## src/include/pat_params.svh

```systemverilog
/*
 * constants for the paged address translation and protection block.
 * assumes a 32-bit core clocked at 125 MHz and 32-bit table entries in memory.
 */
// What this block does
// RULE1 - address sums are 32 bits, overflow wraps modulo four gigabytes
// RULE2 - data defaults little-endian; supervisor may select big-endian
// RULE3 - instruction fetches always little-endian
// RULE4 - directory and table entry accesses always little-endian
// RULE5 - data byte order also covers io load/store, int-ack and special cycles
// RULE6 - misaligned data access for its operand size raises a data-access trap
// RULE7 - translation off after reset; control store sets or clears the enable
// RULE8 - 4 Kbyte and 4 Mbyte pages, each aligned to its own size
// RULE9 - directory index picks entry; page field indexes table for 4K pages
// RULE10 - a page table is one 4 Kbyte page of 1K 32-bit entries
// RULE11 - directory entry points to a table or a 4 Mbyte frame
// RULE12 - directory base comes from the directory table base field
// RULE13 - entry not present faults and no other bit is tested
// RULE14 - a trap copies user level to previous user and enters supervisor
// RULE15 - indirect branch with trap bits set restores previous user level
// RULE16 - user access to supervisor-only page traps
// RULE17 - user write to non-writable page traps
// RULE18 - user control store to protected registers is ignored
// RULE19 - user io, special-cycle and int-ack instructions have no effect
// RULE20 - supervisor reads all; writes trap on read-only page only if protect set
// RULE21 - 4K page protection is the more restrictive of both entries
// RULE22 - directory bit 7 marks 4M page: 10-bit frame plus 22-bit offset
// RULE23 - 4K page: 20-bit table frame plus 12-bit offset
// RULE24 - fetch faults are instruction faults, others data faults, restartable
`ifndef PAT_PARAMS_SVH
`define PAT_PARAMS_SVH
`define PAT_ENT_P 0
`define PAT_ENT_W 1
`define PAT_ENT_U 2
`define PAT_ENT_PS 7
`define PAT_BASE_TE 5
`define PAT_BASE_LSB 12
`define PAT_CR_DIRBASE 3'h1
`define PAT_CR_EPSR 3'h2
`define PAT_CR_PSR 3'h3
`define PAT_PSR_PU 1
`define PAT_RST_BASE 32'h0000_0000
`define PAT_MEM_LAT_NS 8
`define PAT_MEM_LAT_CYC ((`PAT_MEM_LAT_NS + 7) / 8)
`endif

```

## src/include/pat_pkg.sv

```systemverilog
/*
 * types shared by the translation block.
 * assumes the params header is included alongside.
 */
package pat_pkg;
    typedef enum logic [2:0] {
        PAT_IDLE = 3'b000,
        PAT_PDE = 3'b001,
        PAT_PDE_W = 3'b010,
        PAT_PTE = 3'b011,
        PAT_PTE_W = 3'b100,
        PAT_DONE = 3'b101
    } pat_state_e;
    typedef enum logic [2:0] {
        PAT_SZ8 = 3'h0,
        PAT_SZ16 = 3'h1,
        PAT_SZ32 = 3'h2,
        PAT_SZ64 = 3'h3,
        PAT_SZ128 = 3'h4
    } pat_size_e;
    typedef struct packed {
        logic [31:0] vaddr;
        logic [31:0] disp;
        logic fetch;
        logic write;
        logic io;
        pat_size_e size;
    } pat_req_s;
    typedef struct packed {
        logic [31:0] paddr;
        logic big_endian;
        logic ifault;
        logic dfault;
    } pat_rsp_s;
endpackage

```

## src/logic/pat_top.sv

```systemverilog
/*
 * paged translation and protection: takes a request from the core, walks
 * directory and table in memory, returns physical address, byte order and
 * fault. assumes memory answers each read with mem_rvalid, one request at a
 * time, and that the core holds req_valid until resp_valid.
 */
`timescale 1ns/1ns
`include "pat_params.svh"
module pat_top
    import pat_pkg::*;
(
    input wire logic clock,
    input wire logic rstn,
    input wire logic req_valid,
    input wire pat_req_s req,
    input wire logic trap_taken,
    input wire logic indirect_branch,
    input wire logic trap_bits_set,
    input wire logic control_register_store,
    input wire logic [2:0] cr_sel,
    input wire logic [31:0] cr_data,
    input wire logic mem_rvalid,
    input wire logic [31:0] mem_rdata,
    output logic mem_read_r,
    output logic [31:0] mem_addr_r,
    output logic mem_big_endian_r,
    output logic resp_valid_r,
    output pat_rsp_s resp_r,
    output logic io_allowed_r,
    output logic user_level_out_r,
    output logic translation_on_r
);
    ////////////////////////////////////////////////////////////////////////
    pat_state_e state_r, state_nxt;
    logic user_level, big_endian_select, wp, te;
    logic [19:0] directory_table_base;
    logic [31:0] vaddr, pde_r, combined;
    logic misalign, pde_fault, pte_fault, sel_fault;
    logic [31:0] paddr_nxt;

    pat_mode u_mode (
        .clock(clock),
        .rstn(rstn),
        .trap_taken(trap_taken),
        .indirect_branch(indirect_branch),
        .trap_bits_set(trap_bits_set),
        .control_register_store(control_register_store),
        .cr_sel(cr_sel),
        .cr_data(cr_data),
        .user_level_r(user_level),
        .previous_user_level_r(),
        .big_endian_select_r(big_endian_select),
        .write_protect_r(wp),
        .translation_enable_r(te),
        .directory_table_base_r(directory_table_base)
    );

    // RULE1 wrapping address sum
    function automatic logic [31:0] addr_add(input logic [31:0] a, input logic [31:0] b);
        logic [32:0] s;
        s = {1'b0, a} + {1'b0, b};
        return s[31:0];
    endfunction

    // RULE6 alignment by size
    function automatic logic is_misaligned(input logic [31:0] a, input pat_size_e sz);
        logic m;
        m = 1'b0;
        unique case (sz)
            PAT_SZ8: m = 1'b0;
            PAT_SZ16: m = a[0];
            PAT_SZ32: m = |a[1:0];
            PAT_SZ64: m = |a[2:0];
            PAT_SZ128: m = |a[3:0];
            default: m = 1'b1;
        endcase
        return m;
    endfunction

    assign vaddr = addr_add(req.vaddr, req.disp);
    assign misalign = !req.fetch && is_misaligned(vaddr, req.size);

    // RULE21 more restrictive of both
    assign combined = {mem_rdata[31:3], mem_rdata[2:0] & pde_r[2:0]};

    pat_check u_pde_chk (
        .entry(mem_rdata),
        .user_level(user_level),
        .write(req.write),
        .write_protect(wp),
        .fault(pde_fault)
    );
    pat_check u_pte_chk (
        .entry(combined),
        .user_level(user_level),
        .write(req.write),
        .write_protect(wp),
        .fault(pte_fault)
    );
    assign sel_fault = (state_r == PAT_PDE_W) ? pde_fault : pte_fault;

    ////////////////////////////////////////////////////////////////////////
    always_comb begin
        state_nxt = state_r;
        unique case (state_r)
            PAT_IDLE: begin
                if (req_valid) begin
                    if (misalign || !te) begin
                        state_nxt = PAT_DONE;
                    end else begin
                        state_nxt = PAT_PDE;
                    end
                end
            end
            PAT_PDE: state_nxt = PAT_PDE_W;
            PAT_PDE_W: begin
                if (mem_rvalid) begin
                    // RULE22 large page ends walk
                    if (pde_fault || mem_rdata[`PAT_ENT_PS]) begin
                        state_nxt = PAT_DONE;
                    end else begin
                        state_nxt = PAT_PTE;
                    end
                end
            end
            PAT_PTE: state_nxt = PAT_PTE_W;
            PAT_PTE_W: begin
                if (mem_rvalid) begin
                    state_nxt = PAT_DONE;
                end
            end
            PAT_DONE: state_nxt = PAT_IDLE;
            default: state_nxt = PAT_IDLE;
        endcase
    end

    always_ff @(posedge clock) begin
        if (!rstn) begin
            state_r <= PAT_IDLE;
        end else begin
            state_r <= state_nxt;
        end
    end

    always_ff @(posedge clock) begin
        if (!rstn) begin
            pde_r <= 32'h0000_0000;
        end else if (state_r == PAT_PDE_W && mem_rvalid) begin
            pde_r <= mem_rdata;
        end
    end

    ////////////////////////////////////////////////////////////////////////
    // table entry reads
    always_ff @(posedge clock) begin
        if (!rstn) begin
            mem_read_r <= 1'b0;
            mem_addr_r <= 32'h0000_0000;
            mem_big_endian_r <= 1'b0;
        end else begin
            // RULE4 entries little-endian
            mem_big_endian_r <= 1'b0;
            if (state_r == PAT_PDE) begin
                mem_read_r <= 1'b1;
                // RULE12 RULE9 RULE11 directory entry address
                mem_addr_r <= {directory_table_base, vaddr[31:22], 2'h0};
            end else if (state_r == PAT_PTE) begin
                mem_read_r <= 1'b1;
                // RULE10 table of 1K words
                mem_addr_r <= {pde_r[31:12], vaddr[21:12], 2'h0};
            end else begin
                mem_read_r <= 1'b0;
            end
        end
    end

    always_comb begin
        paddr_nxt = vaddr;
        if (te) begin
            if (state_r == PAT_PDE_W) begin
                // RULE22 RULE8 4M frame
                paddr_nxt = {mem_rdata[31:22], vaddr[21:0]};
            end else begin
                // RULE23 RULE8 4K frame
                paddr_nxt = {mem_rdata[31:12], vaddr[11:0]};
            end
        end
    end

    ////////////////////////////////////////////////////////////////////////
    // fault is reported without side effects so the access can be retried
    always_ff @(posedge clock) begin
        if (!rstn) begin
            resp_valid_r <= 1'b0;
            resp_r <= '0;
        end else begin
            resp_valid_r <= 1'b0;
            if (state_r == PAT_IDLE && req_valid && (misalign || !te)) begin
                resp_valid_r <= 1'b1;
                resp_r.paddr <= paddr_nxt;
                // RULE3 RULE2 RULE5 byte order
                resp_r.big_endian <= !req.fetch && big_endian_select;
                resp_r.ifault <= 1'b0;
                resp_r.dfault <= misalign;
            end else if ((state_r == PAT_PDE_W || state_r == PAT_PTE_W) &&
                         state_nxt == PAT_DONE) begin
                resp_valid_r <= 1'b1;
                resp_r.paddr <= paddr_nxt;
                resp_r.big_endian <= !req.fetch && big_endian_select;
                // RULE24 fault class
                resp_r.ifault <= sel_fault && req.fetch;
                resp_r.dfault <= sel_fault && !req.fetch;
            end
        end
    end

    // RULE19 privileged io gating
    always_ff @(posedge clock) begin
        if (!rstn) begin
            io_allowed_r <= 1'b0;
            user_level_out_r <= 1'b0;
            translation_on_r <= 1'b0;
        end else begin
            io_allowed_r <= !user_level;
            user_level_out_r <= user_level;
            translation_on_r <= te;
        end
    end

    ////////////////////////////////////////////////////////////////////////
    chk_align_dfault: assert property (@(posedge clock) disable iff (!rstn)
        state_r == PAT_IDLE && req_valid && misalign |=> resp_valid_r && resp_r.dfault)
        else $error("misaligned access not faulted"); // RULE6
    chk_fetch_little: assert property (@(posedge clock) disable iff (!rstn)
        state_r == PAT_IDLE && req_valid && req.fetch
        |-> ##[1:40] (resp_valid_r && !resp_r.big_endian))
        else $error("fetch used big-endian"); // RULE3
    chk_entry_little: assert property (@(posedge clock) disable iff (!rstn)
        mem_read_r |-> !mem_big_endian_r)
        else $error("entry read big-endian"); // RULE4
    chk_absent_faults: assert property (@(posedge clock) disable iff (!rstn)
        state_r == PAT_PDE_W && mem_rvalid && !mem_rdata[`PAT_ENT_P]
        |=> resp_valid_r && (resp_r.ifault || resp_r.dfault))
        else $error("absent entry not faulted"); // RULE13
    chk_user_io_off: assert property (@(posedge clock) disable iff (!rstn)
        user_level |=> !io_allowed_r)
        else $error("io allowed at user level"); // RULE19
    chk_big_page: assert property (@(posedge clock) disable iff (!rstn)
        state_r == PAT_PDE_W && mem_rvalid && te && !pde_fault && mem_rdata[`PAT_ENT_PS]
        |=> resp_r.paddr == {$past(mem_rdata[31:22]), $past(vaddr[21:0])})
        else $error("4M address wrong"); // RULE22
    chk_off_no_walk: assert property (@(posedge clock) disable iff (!rstn)
        !te && state_r == PAT_IDLE && req_valid |=> state_r == PAT_DONE && !mem_read_r)
        else $error("walk while translation off"); // RULE7
    cov_small_page: cover property (@(posedge clock) disable iff (!rstn)
        state_r == PAT_PTE_W && mem_rvalid && !pte_fault);
    cov_large_page: cover property (@(posedge clock) disable iff (!rstn)
        state_r == PAT_PDE_W && mem_rvalid && mem_rdata[`PAT_ENT_PS]);
    cov_misalign: cover property (@(posedge clock) disable iff (!rstn)
        state_r == PAT_IDLE && req_valid && misalign);
endmodule

```

## src/logic/pat_mode.sv

```systemverilog
/*
 * privilege and control state: user level, previous user, byte order,
 * write protect, translation enable and directory base.
 * assumes trap and branch strobes are one-cycle pulses from the core.
 */
`timescale 1ns/1ns
`include "pat_params.svh"
module pat_mode
    import pat_pkg::*;
(
    input wire logic clock,
    input wire logic rstn,
    input wire logic trap_taken,
    input wire logic indirect_branch,
    input wire logic trap_bits_set,
    input wire logic control_register_store,
    input wire logic [2:0] cr_sel,
    input wire logic [31:0] cr_data,
    output logic user_level_r,
    output logic previous_user_level_r,
    output logic big_endian_select_r,
    output logic write_protect_r,
    output logic translation_enable_r,
    output logic [19:0] directory_table_base_r
);
    logic st_ok;
    // RULE18 protected stores
    assign st_ok = control_register_store && !user_level_r;

    // RULE14 trap entry
    always_ff @(posedge clock) begin
        if (!rstn) begin
            user_level_r <= 1'b0;
            previous_user_level_r <= 1'b0;
        end else if (trap_taken) begin
            previous_user_level_r <= user_level_r;
            user_level_r <= 1'b0;
        // RULE15 trap return
        end else if (indirect_branch && trap_bits_set) begin
            user_level_r <= previous_user_level_r;
        // supervisor seeds previous user so a trap return can enter user level
        end else if (st_ok && cr_sel == `PAT_CR_PSR) begin
            previous_user_level_r <= cr_data[`PAT_PSR_PU];
        end
    end

    // RULE7 enable and base
    always_ff @(posedge clock) begin
        if (!rstn) begin
            translation_enable_r <= 1'b0;
            directory_table_base_r <= 20'h0_0000;
        end else if (st_ok && cr_sel == `PAT_CR_DIRBASE) begin
            translation_enable_r <= cr_data[`PAT_BASE_TE];
            directory_table_base_r <= cr_data[31:`PAT_BASE_LSB];
        end
    end

    // RULE2 supervisor order select
    always_ff @(posedge clock) begin
        if (!rstn) begin
            big_endian_select_r <= 1'b0;
            write_protect_r <= 1'b0;
        end else if (st_ok && cr_sel == `PAT_CR_EPSR) begin
            big_endian_select_r <= cr_data[0];
            write_protect_r <= cr_data[1];
        end
    end

    chk_trap_enters_sup: assert property (@(posedge clock) disable iff (!rstn)
        trap_taken |=> !user_level_r && previous_user_level_r == $past(user_level_r))
        else $error("trap did not enter supervisor"); // RULE14
    chk_return_restores: assert property (@(posedge clock) disable iff (!rstn)
        !trap_taken && indirect_branch && trap_bits_set
        |=> user_level_r == $past(previous_user_level_r))
        else $error("return did not restore level"); // RULE15
    chk_user_store_ign: assert property (@(posedge clock) disable iff (!rstn)
        control_register_store && user_level_r
        |=> $stable(translation_enable_r) && $stable(big_endian_select_r))
        else $error("user store changed control"); // RULE18
    chk_enable_follows: assert property (@(posedge clock) disable iff (!rstn)
        control_register_store && !user_level_r && cr_sel == `PAT_CR_DIRBASE
        |=> translation_enable_r == $past(cr_data[`PAT_BASE_TE]))
        else $error("enable not updated"); // RULE7
    cov_trap_return: cover property (@(posedge clock) disable iff (!rstn)
        trap_taken ##[1:20] (indirect_branch && trap_bits_set));
endmodule

```

## src/logic/pat_check.sv

```systemverilog
/*
 * protection check of one table entry against the access.
 * assumes combined attributes are presented when both levels are known.
 */
`timescale 1ns/1ns
`include "pat_params.svh"
module pat_check
    import pat_pkg::*;
(
    input wire logic [31:0] entry,
    input wire logic user_level,
    input wire logic write,
    input wire logic write_protect,
    output logic fault
);
    always_comb begin
        // RULE13 present first
        if (!entry[`PAT_ENT_P]) begin
            fault = 1'b1;
        // RULE16 supervisor-only page
        end else if (user_level && !entry[`PAT_ENT_U]) begin
            fault = 1'b1;
        // RULE17 RULE20 read-only page write
        end else if (write && !entry[`PAT_ENT_W] && (user_level || write_protect)) begin
            fault = 1'b1;
        end else begin
            fault = 1'b0;
        end
    end
endmodule

```

## config.mk

```make
export PLATFORM = sky130hd
export DESIGN_NAME = pat_top
export DESIGN_NICKNAME = d
export VERILOG_FILES = /design/src/include/pat_pkg.sv /design/src/logic/pat_top.sv /design/src/logic/pat_mode.sv /design/src/logic/pat_check.sv
export VERILOG_INCLUDE_DIRS = /design/src /design/src/include
export SDC_FILE = /design/constraint.sdc
export NUM_CORES = 1
export LEC_CHECK = 0
export ABC_AREA = 0
export BUFFER_PORTS_ARGS = -buffer_cell sky130_fd_sc_hd__buf_2
export CAP_MARGIN = 20
export CORE_MARGIN = 2
export CORE_UTILIZATION = 50
export DETAILED_ROUTE_END_ITERATION = 10
export PLACE_DENSITY = 0.79
export REMOVE_ABC_BUFFERS = 1
export SETUP_SLACK_MARGIN = 0.1
export SLEW_MARGIN = 30
export SYNTH_ARGS = -nofsm -noshare
export SYNTH_HDL_FRONTEND = slang
export SYNTH_HIERARCHICAL = 1
export SYNTH_SLANG_ARGS = --single-unit
export TNS_END_PERCENT = 5
```

## constraint.sdc

```tcl
create_clock -name clock -period 7.2 [get_ports clock]
set_input_delay 0.36 -clock clock [delete_from_list [all_inputs] [get_ports clock]]
set_output_delay 0.36 -clock clock [all_outputs]
set_load 0.005 [all_outputs]
```

==> qor.yml, run 1 <==
timing:
  finalMaxSlewViolations: 0
  setup_tns_ns: 0
  finalSetupViolations: 0
  max_slew_margin: 0.403
  fin_crit_sh: 0.387
  tightest_slew_ns: 0.894
  rsz0062_at_grt: "no"
  max_freq_ghz: 0.359
  skew_ns: 0.0104
  period_minus_slack_ns: 2.79
  layout_setup_ws_ns: 4.41
  final_hold_viol_count: 0
clock_tree:
  clk_pin_slew_ns: 0.06
  cts_tree: "yes"
  clk_latency_ns: 0.41
  post-cts-setup-buffer-count: 0
  ctsHoldBuffers: 0
  cts-root-buf: "clkbuf_16"
  post_cts_resized: 0
  htree_num_levels: 4
  clk_path_buf_depth: 2
  cts.sinks: 121
  cts_made_buffers: 17
floorplanning:
  die_y_um: 121
  die_area_um2: 14600
  die_w_um: 121
  fp.coreArea_um2: 13300
  io_pins: 218
  start_util: 0.515
  rows: 42
placement:
  pre_cts_ws_ns: 4.06
  place_area_um2: 7780
  io_buffers: 196
  gp_congestion: 0.912
  dpl.hpwl_um: 13800
detailed_routing:
  drc: 0
  antenna_left: 0
  wirelength_um: 19400
  drtIter0Drc: 504
  firstDrtPassIters: 5
  viasPerCell: 5.65
  num_vias: 6797
  wl_per_cell_um: 16.1
layout:
  design_area_um2: 8440
  drive_above_1_share: 0.248
  final_cell_mix: "buf_2 (196), dfxtp_1 (120), a21oi_1 (107)"
  syn2layout_area_growth_pct: 23.3
  layout_commonest_cell: "buf_2"
  fillers: 1191
  antenna_cells: 0
  fin_nets: 1190
grt:
  grt_overflow: 0
  grt_max_degree: 56
  antenna_found_initial: 1
  grt_usage: 0.260
  grt_pass1_wl_um: 30400
  first_global_vias: 6156
power_and_ir_drop:
  powerDensity_nw_per_um2: 270
  irDropWorstVdd_v: 0.000153
  p_leak_nw: 3.60
critical_path:
  cp_slowest_stage_delay_ns: 0.75
  path_buf_inv: 2
  worstPathCellList: "inv_1 -> nor3_1 -> o21ai_0 -> o311ai_4 -> buf_4 -> o21ai_0 -> a311oi_1"
  cp_slowest_cell: "dfxtp_4"
  path_max_fanout: 55
  path_delay_family: "buffers and inverters"
  crit_top_cell: "o21ai_0"
  crit_type: "flop to flop"
  start_kind: "flop"
  required_ns: 7.51
  worstSetupEndpointType: "flop"
  crit_arrival_ns: 3.09
synth:
  synth_edf_count: 0
  netlist_instances: 848
  yosys_warnings: 6
  synth_ff_type: "dfxtp_1"
  synthArstFlopShare: 0
  synth-seq-cells: 121
  synth_area_per_cell_um2: 8.07
  syn-cell-area_um2: 6850
  synth_cell_type_count: 70
  seq_area_frac_synth: 0.354
job:
  max_cap_violations: 0
min_path:
  hold_path_class: "input pin to flop"
run_status:
  outcome: "completed"
## per-layer routing
layer  vias up  share of wire  track usage
li1       3388              -            -
met1      3112           0.45        0.350
met2       272           0.47        0.422
met3        23          0.078       0.0592
met4         2         0.0092       0.0603
met5         -        0.00062            0
## cell type report
type                       count  area, um^2  share of cell area
tap                          176         220              0.0261
timing repair buffer         200        1010               0.120
clock buffer                  22         484              0.0574
clock inverter                10         164              0.0194
multi-input combinational    653        4060               0.481
inverter                      20        75.1             0.00890
sequential                   121        2430               0.288
## power by group
| part | leakage [nW] | total, mW | switching (mW) | internal [mW] |
|---|---|---|---|---|
| Clock | 0.317 | 0.920 | 0.302 | 0.617 |
| Combinational | 2.29 | 0.547 | 0.316 | 0.231 |
| Sequential | 0.990 | 0.810 | 0.0588 | 0.751 |
## synth_stat cells (all sizes together) (3+ instances only)
| library cell | number | share of area |
|---|---|---|
| o21a | 13 | 0.014 |
| a211oi | 33 | 0.036 |
| clkbuf | 34 | 0.019 |
| ha | 31 | 0.057 |
| a21o | 13 | 0.014 |
| and2 | 6 | 0.0055 |
| o22ai | 5 | 0.0046 |
| and3 | 4 | 0.0037 |
| nand3b | 3 | 0.0033 |
| or3 | 4 | 0.0037 |
| o21ai | 72 | 0.053 |
| xor2 | 12 | 0.015 |
| a31oi | 10 | 0.010 |
| mux2i | 35 | 0.051 |
| o211ai | 9 | 0.011 |
| buf | 22 | 0.028 |
| nor2b | 7 | 0.0064 |
| nor2 | 65 | 0.036 |
| o21bai | 3 | 0.0033 |
| nand4 | 7 | 0.0064 |
| nand2 | 107 | 0.059 |
| inv | 20 | 0.011 |
| xnor2 | 13 | 0.017 |
| and4 | 3 | 0.0038 |
| nand3 | 30 | 0.022 |
| a21oi | 108 | 0.080 |
| nor3 | 11 | 0.0080 |
| a22oi | 4 | 0.0044 |
| a211o | 3 | 0.0038 |
| nand2b | 10 | 0.0091 |
| dfxtp | 121 | 0.35 |
## final timing paths
path                          start                               end  slack, ns  cells past startpoint
max           state_r[1]$_SDFF_PN0_           resp_r[28]$_SDFFE_PN0P_       4.41                      7
min                      trap_taken  u_mode/user_level_r$_SDFFE_PP0P_       0.14                      2
max reg2reg   state_r[1]$_SDFF_PN0_           resp_r[28]$_SDFFE_PN0P_       4.41                      7
min reg2reg  resp_r[3]$_SDFFE_PN0P_            resp_r[3]$_SDFFE_PN0P_       0.45                      2
## sequential cells by signal, indices dropped and copies added (netlist names)
signal and flops:
io_allowed_r 1, u_mode/directory_table_base_r 20, user_level_out_r 1, state_r 3, pde_r 23, resp_valid_r 1
u_mode/write_protect_r 1, u_mode/user_level_r 1, translation_on_r 1, u_mode/big_endian_select_r 1, mem_addr_r 30, mem_read_r 1
u_mode/translation_enable_r 1, resp_r 35, u_mode/previous_user_level_r 1
## per-stage QoR
step           hold slack (ns)  power, mW   util  std cells
2_1_floorplan            0.432       1.15      -        794
3_3_place_gp             0.436       1.35  0.585       1170
3_5_place_dp             0.441       1.36  0.585       1170
4_1_cts                  0.122       2.28  0.634       1202
5_1_grt                  0.128       2.39  0.635       1202
6_report                 0.142       2.28  0.635       1202
## logic make-up (layout without fill, tap and decap cells)
logic type | Yosys count | in the layout | synth area share
multiplexers | 35 | 35 | 0.0512
AND/OR/NAND/NOR | 266 | 266 | 0.180
adder cells (fa/ha/maj) | 32 | 32 | 0.0596
XOR/XNOR | 25 | 25 | 0.0320
buffers and inverters | 76 | 252 | 0.0578
AO/OA/AOI/OAI | 292 | 292 | 0.265
other | 1 | 3 | 0.000548
flip-flops | 121 | 121 | 0.354
No activity file was read; power rests on OpenSTA's default activity.
==> run 2: changes to the inputs <==
- clock period: 7.2 -> 2.6 ns (I/O delays scaled with it)
==> qor.yml, run 2 (same netlist as run 1, synthesis figures left out) <==
power_and_ir_drop:
  p_leak_nw: 3.81
  powerDensity_nw_per_um2: 691
  irDropWorstVdd_v: 0.000467
min_path:
  holdPathEnd: "pde_r[15]$_SDFFE_PN0P_"
  hold_path_class: "input pin to flop"
  holdPathStages: 3
  worstHoldStart: "mem_rdata[15]"
layout:
  fin_nets: 1246
  antenna_cells: 0
  seq_area_um2: 2420
  largest_register_ffs: 35
  layout_commonest_cell: "buf_2"
  design_area_um2: 8880
  drive_above_1_share: 0.247
  syn2layout_area_growth_pct: 29.7
  regMostFlops: "resp_r"
  fin_cells: 1257
  largest_registers: "resp_r: 35 flops, mem_addr_r: 30 flops, pde_r: 23 flops"
  postLayoutCoreUtil: 0.668
  final_cell_mix: "buf_2 (196), dfxtp_1 (120), a21oi_1 (107)"
  fillers: 1119
  multiInputGateArea_um2: 4060
detailed_routing:
  wl_per_cell_um: 16.2
  drtIter0Drc: 667
  wirelength_um: 20400
  num_vias: 7158
  antenna_left: 0
  firstDrtPassIters: 5
  drc: 0
  viasPerCell: 5.69
critical_path:
  reg2reg_depth: 11
  path_max_fanout: 40
  worstSetupEndpointType: "flop"
  start_kind: "input pin"
  crit_start: "req[6]"
  r2r_start: "u_mode/user_level_r$_SDFFE_PP0P_"
  crit_type: "input pin to flop"
  required_ns: 2.92
  r2r-end: "resp_r[28]$_SDFFE_PN0P_"
  ff2ff_setup_slack_ns: 0.43
  crit_arrival_ns: 2.56
placement:
  dpl.hpwl_um: 14300
  place_area_um2: 7920
  io_buffers: 196
  dp_cells: 1187
  pre_cts_ws_ns: -0.0426
  gp_congestion: 0.894
timing:
  rsz0062_at_grt: "no"
  tightest_slew_ns: 0.867
  final_hold_viol_count: 0
  skew_ns: 0.0113
  period_minus_slack_ns: 2.25
  max_freq_ghz: 0.445
  fin_crit_sh: 0.864
  max_slew_margin: 0.421
  finalSetupViolations: 0
  finalMaxSlewViolations: 0
  layout_setup_ws_ns: 0.352
  whs_ns: 0.00103
grt:
  grt_overflow: 0
  grt_usage: 0.274
  antenna_found_initial: 0
  grt_max_degree: 43
  grt_pass1_wl_um: 32000
  first_global_vias: 6586
floorplanning:
  die_w_um: 121
  fp.coreArea_um2: 13300
  rows: 42
  die_area_um2: 14600
  io_pins: 218
  die_y_um: 121
  start_util: 0.515
clock_tree:
  post-cts-setup-buffer-count: 0
  cts_tree: "yes"
  clk_pin_slew_ns: 0.05
  cts.sinks: 121
  htree_num_levels: 4
  clk_latency_ns: 0.41
  cts_made_buffers: 17
  clk_path_buf_depth: 2
  cts-root-buf: "clkbuf_16"
job:
  max_cap_violations: 0
run_status:
  outcome: "completed"
[run 2: power breakdown]
group	switching, mW	internal, mW	leakage [nW]
logic	0.934	0.724	2.54
registers	0.148	2.08	0.989
clock network	0.803	1.45	0.277
total	1.88	4.26	3.81
[run 2: metal layers]
layer	vias up	global-route usage	routed length, um
met5	-	0	0
met4	0	0.0749	448
li1	3490	-	-
met3	43	0.0522	1700
met1	3262	0.365	8780
met2	363	0.455	9500
[run 2: layout make-up]
| class | instances | share of cell area |
|---|---|---|
| Tap cell | 176 | 0.0248 |
| Clock buffer | 23 | 0.0527 |
| Multi-Input combinational cell | 653 | 0.457 |
| Inverter | 20 | 0.00845 |
| Timing Repair Buffer | 256 | 0.174 |
| Clock inverter | 8 | 0.0108 |
| Sequential cell | 121 | 0.273 |
[run 2: per-stage QoR]
step | total power, mW | setup TNS [ns]
after detailed placement | 3.83 | -0.0820
after global routing | 6.44 | 0
after global placement | 3.81 | 0
final | 6.14 | 0
after CTS | 6.13 | 0
after floorplan | 3.18 | -41.88
[run 2: worst max-delay path by stage]
stage / to / cells past startpoint
final: resp_r[28]$_SDFFE_PN0P_ / 12
after global routing: resp_r[28]$_SDFFE_PN0P_ / 14
after CTS: resp_r[28]$_SDFFE_PN0P_ / 14
after detailed placement: resp_r[28]$_SDFFE_PN0P_ / 12
after global placement: resp_r[28]$_SDFFE_PN0P_ / 12
after floorplan: resp_r[1]$_SDFFE_PP0P_ / 11
[run 2: critical path, stage by stage]
cell and delay (ns):
buf_2 0.08, ha_1 0.18, inv_1 0.07, fa_1 0.41, xor2_1 0.18, o21ai_1 0.17, nor4_1 0.07, a211o_1 0.36
o311ai_4 0.33, buf_12 0.24, o21ai_0 0.10, a311oi_1 0.23
[run 2: what timing repair did]
action	CTS	global route
endpoints found under the hold margin	37	3
gates resized for setup	0	2
endpoints found under the setup margin	0	28
hold buffers	36	3
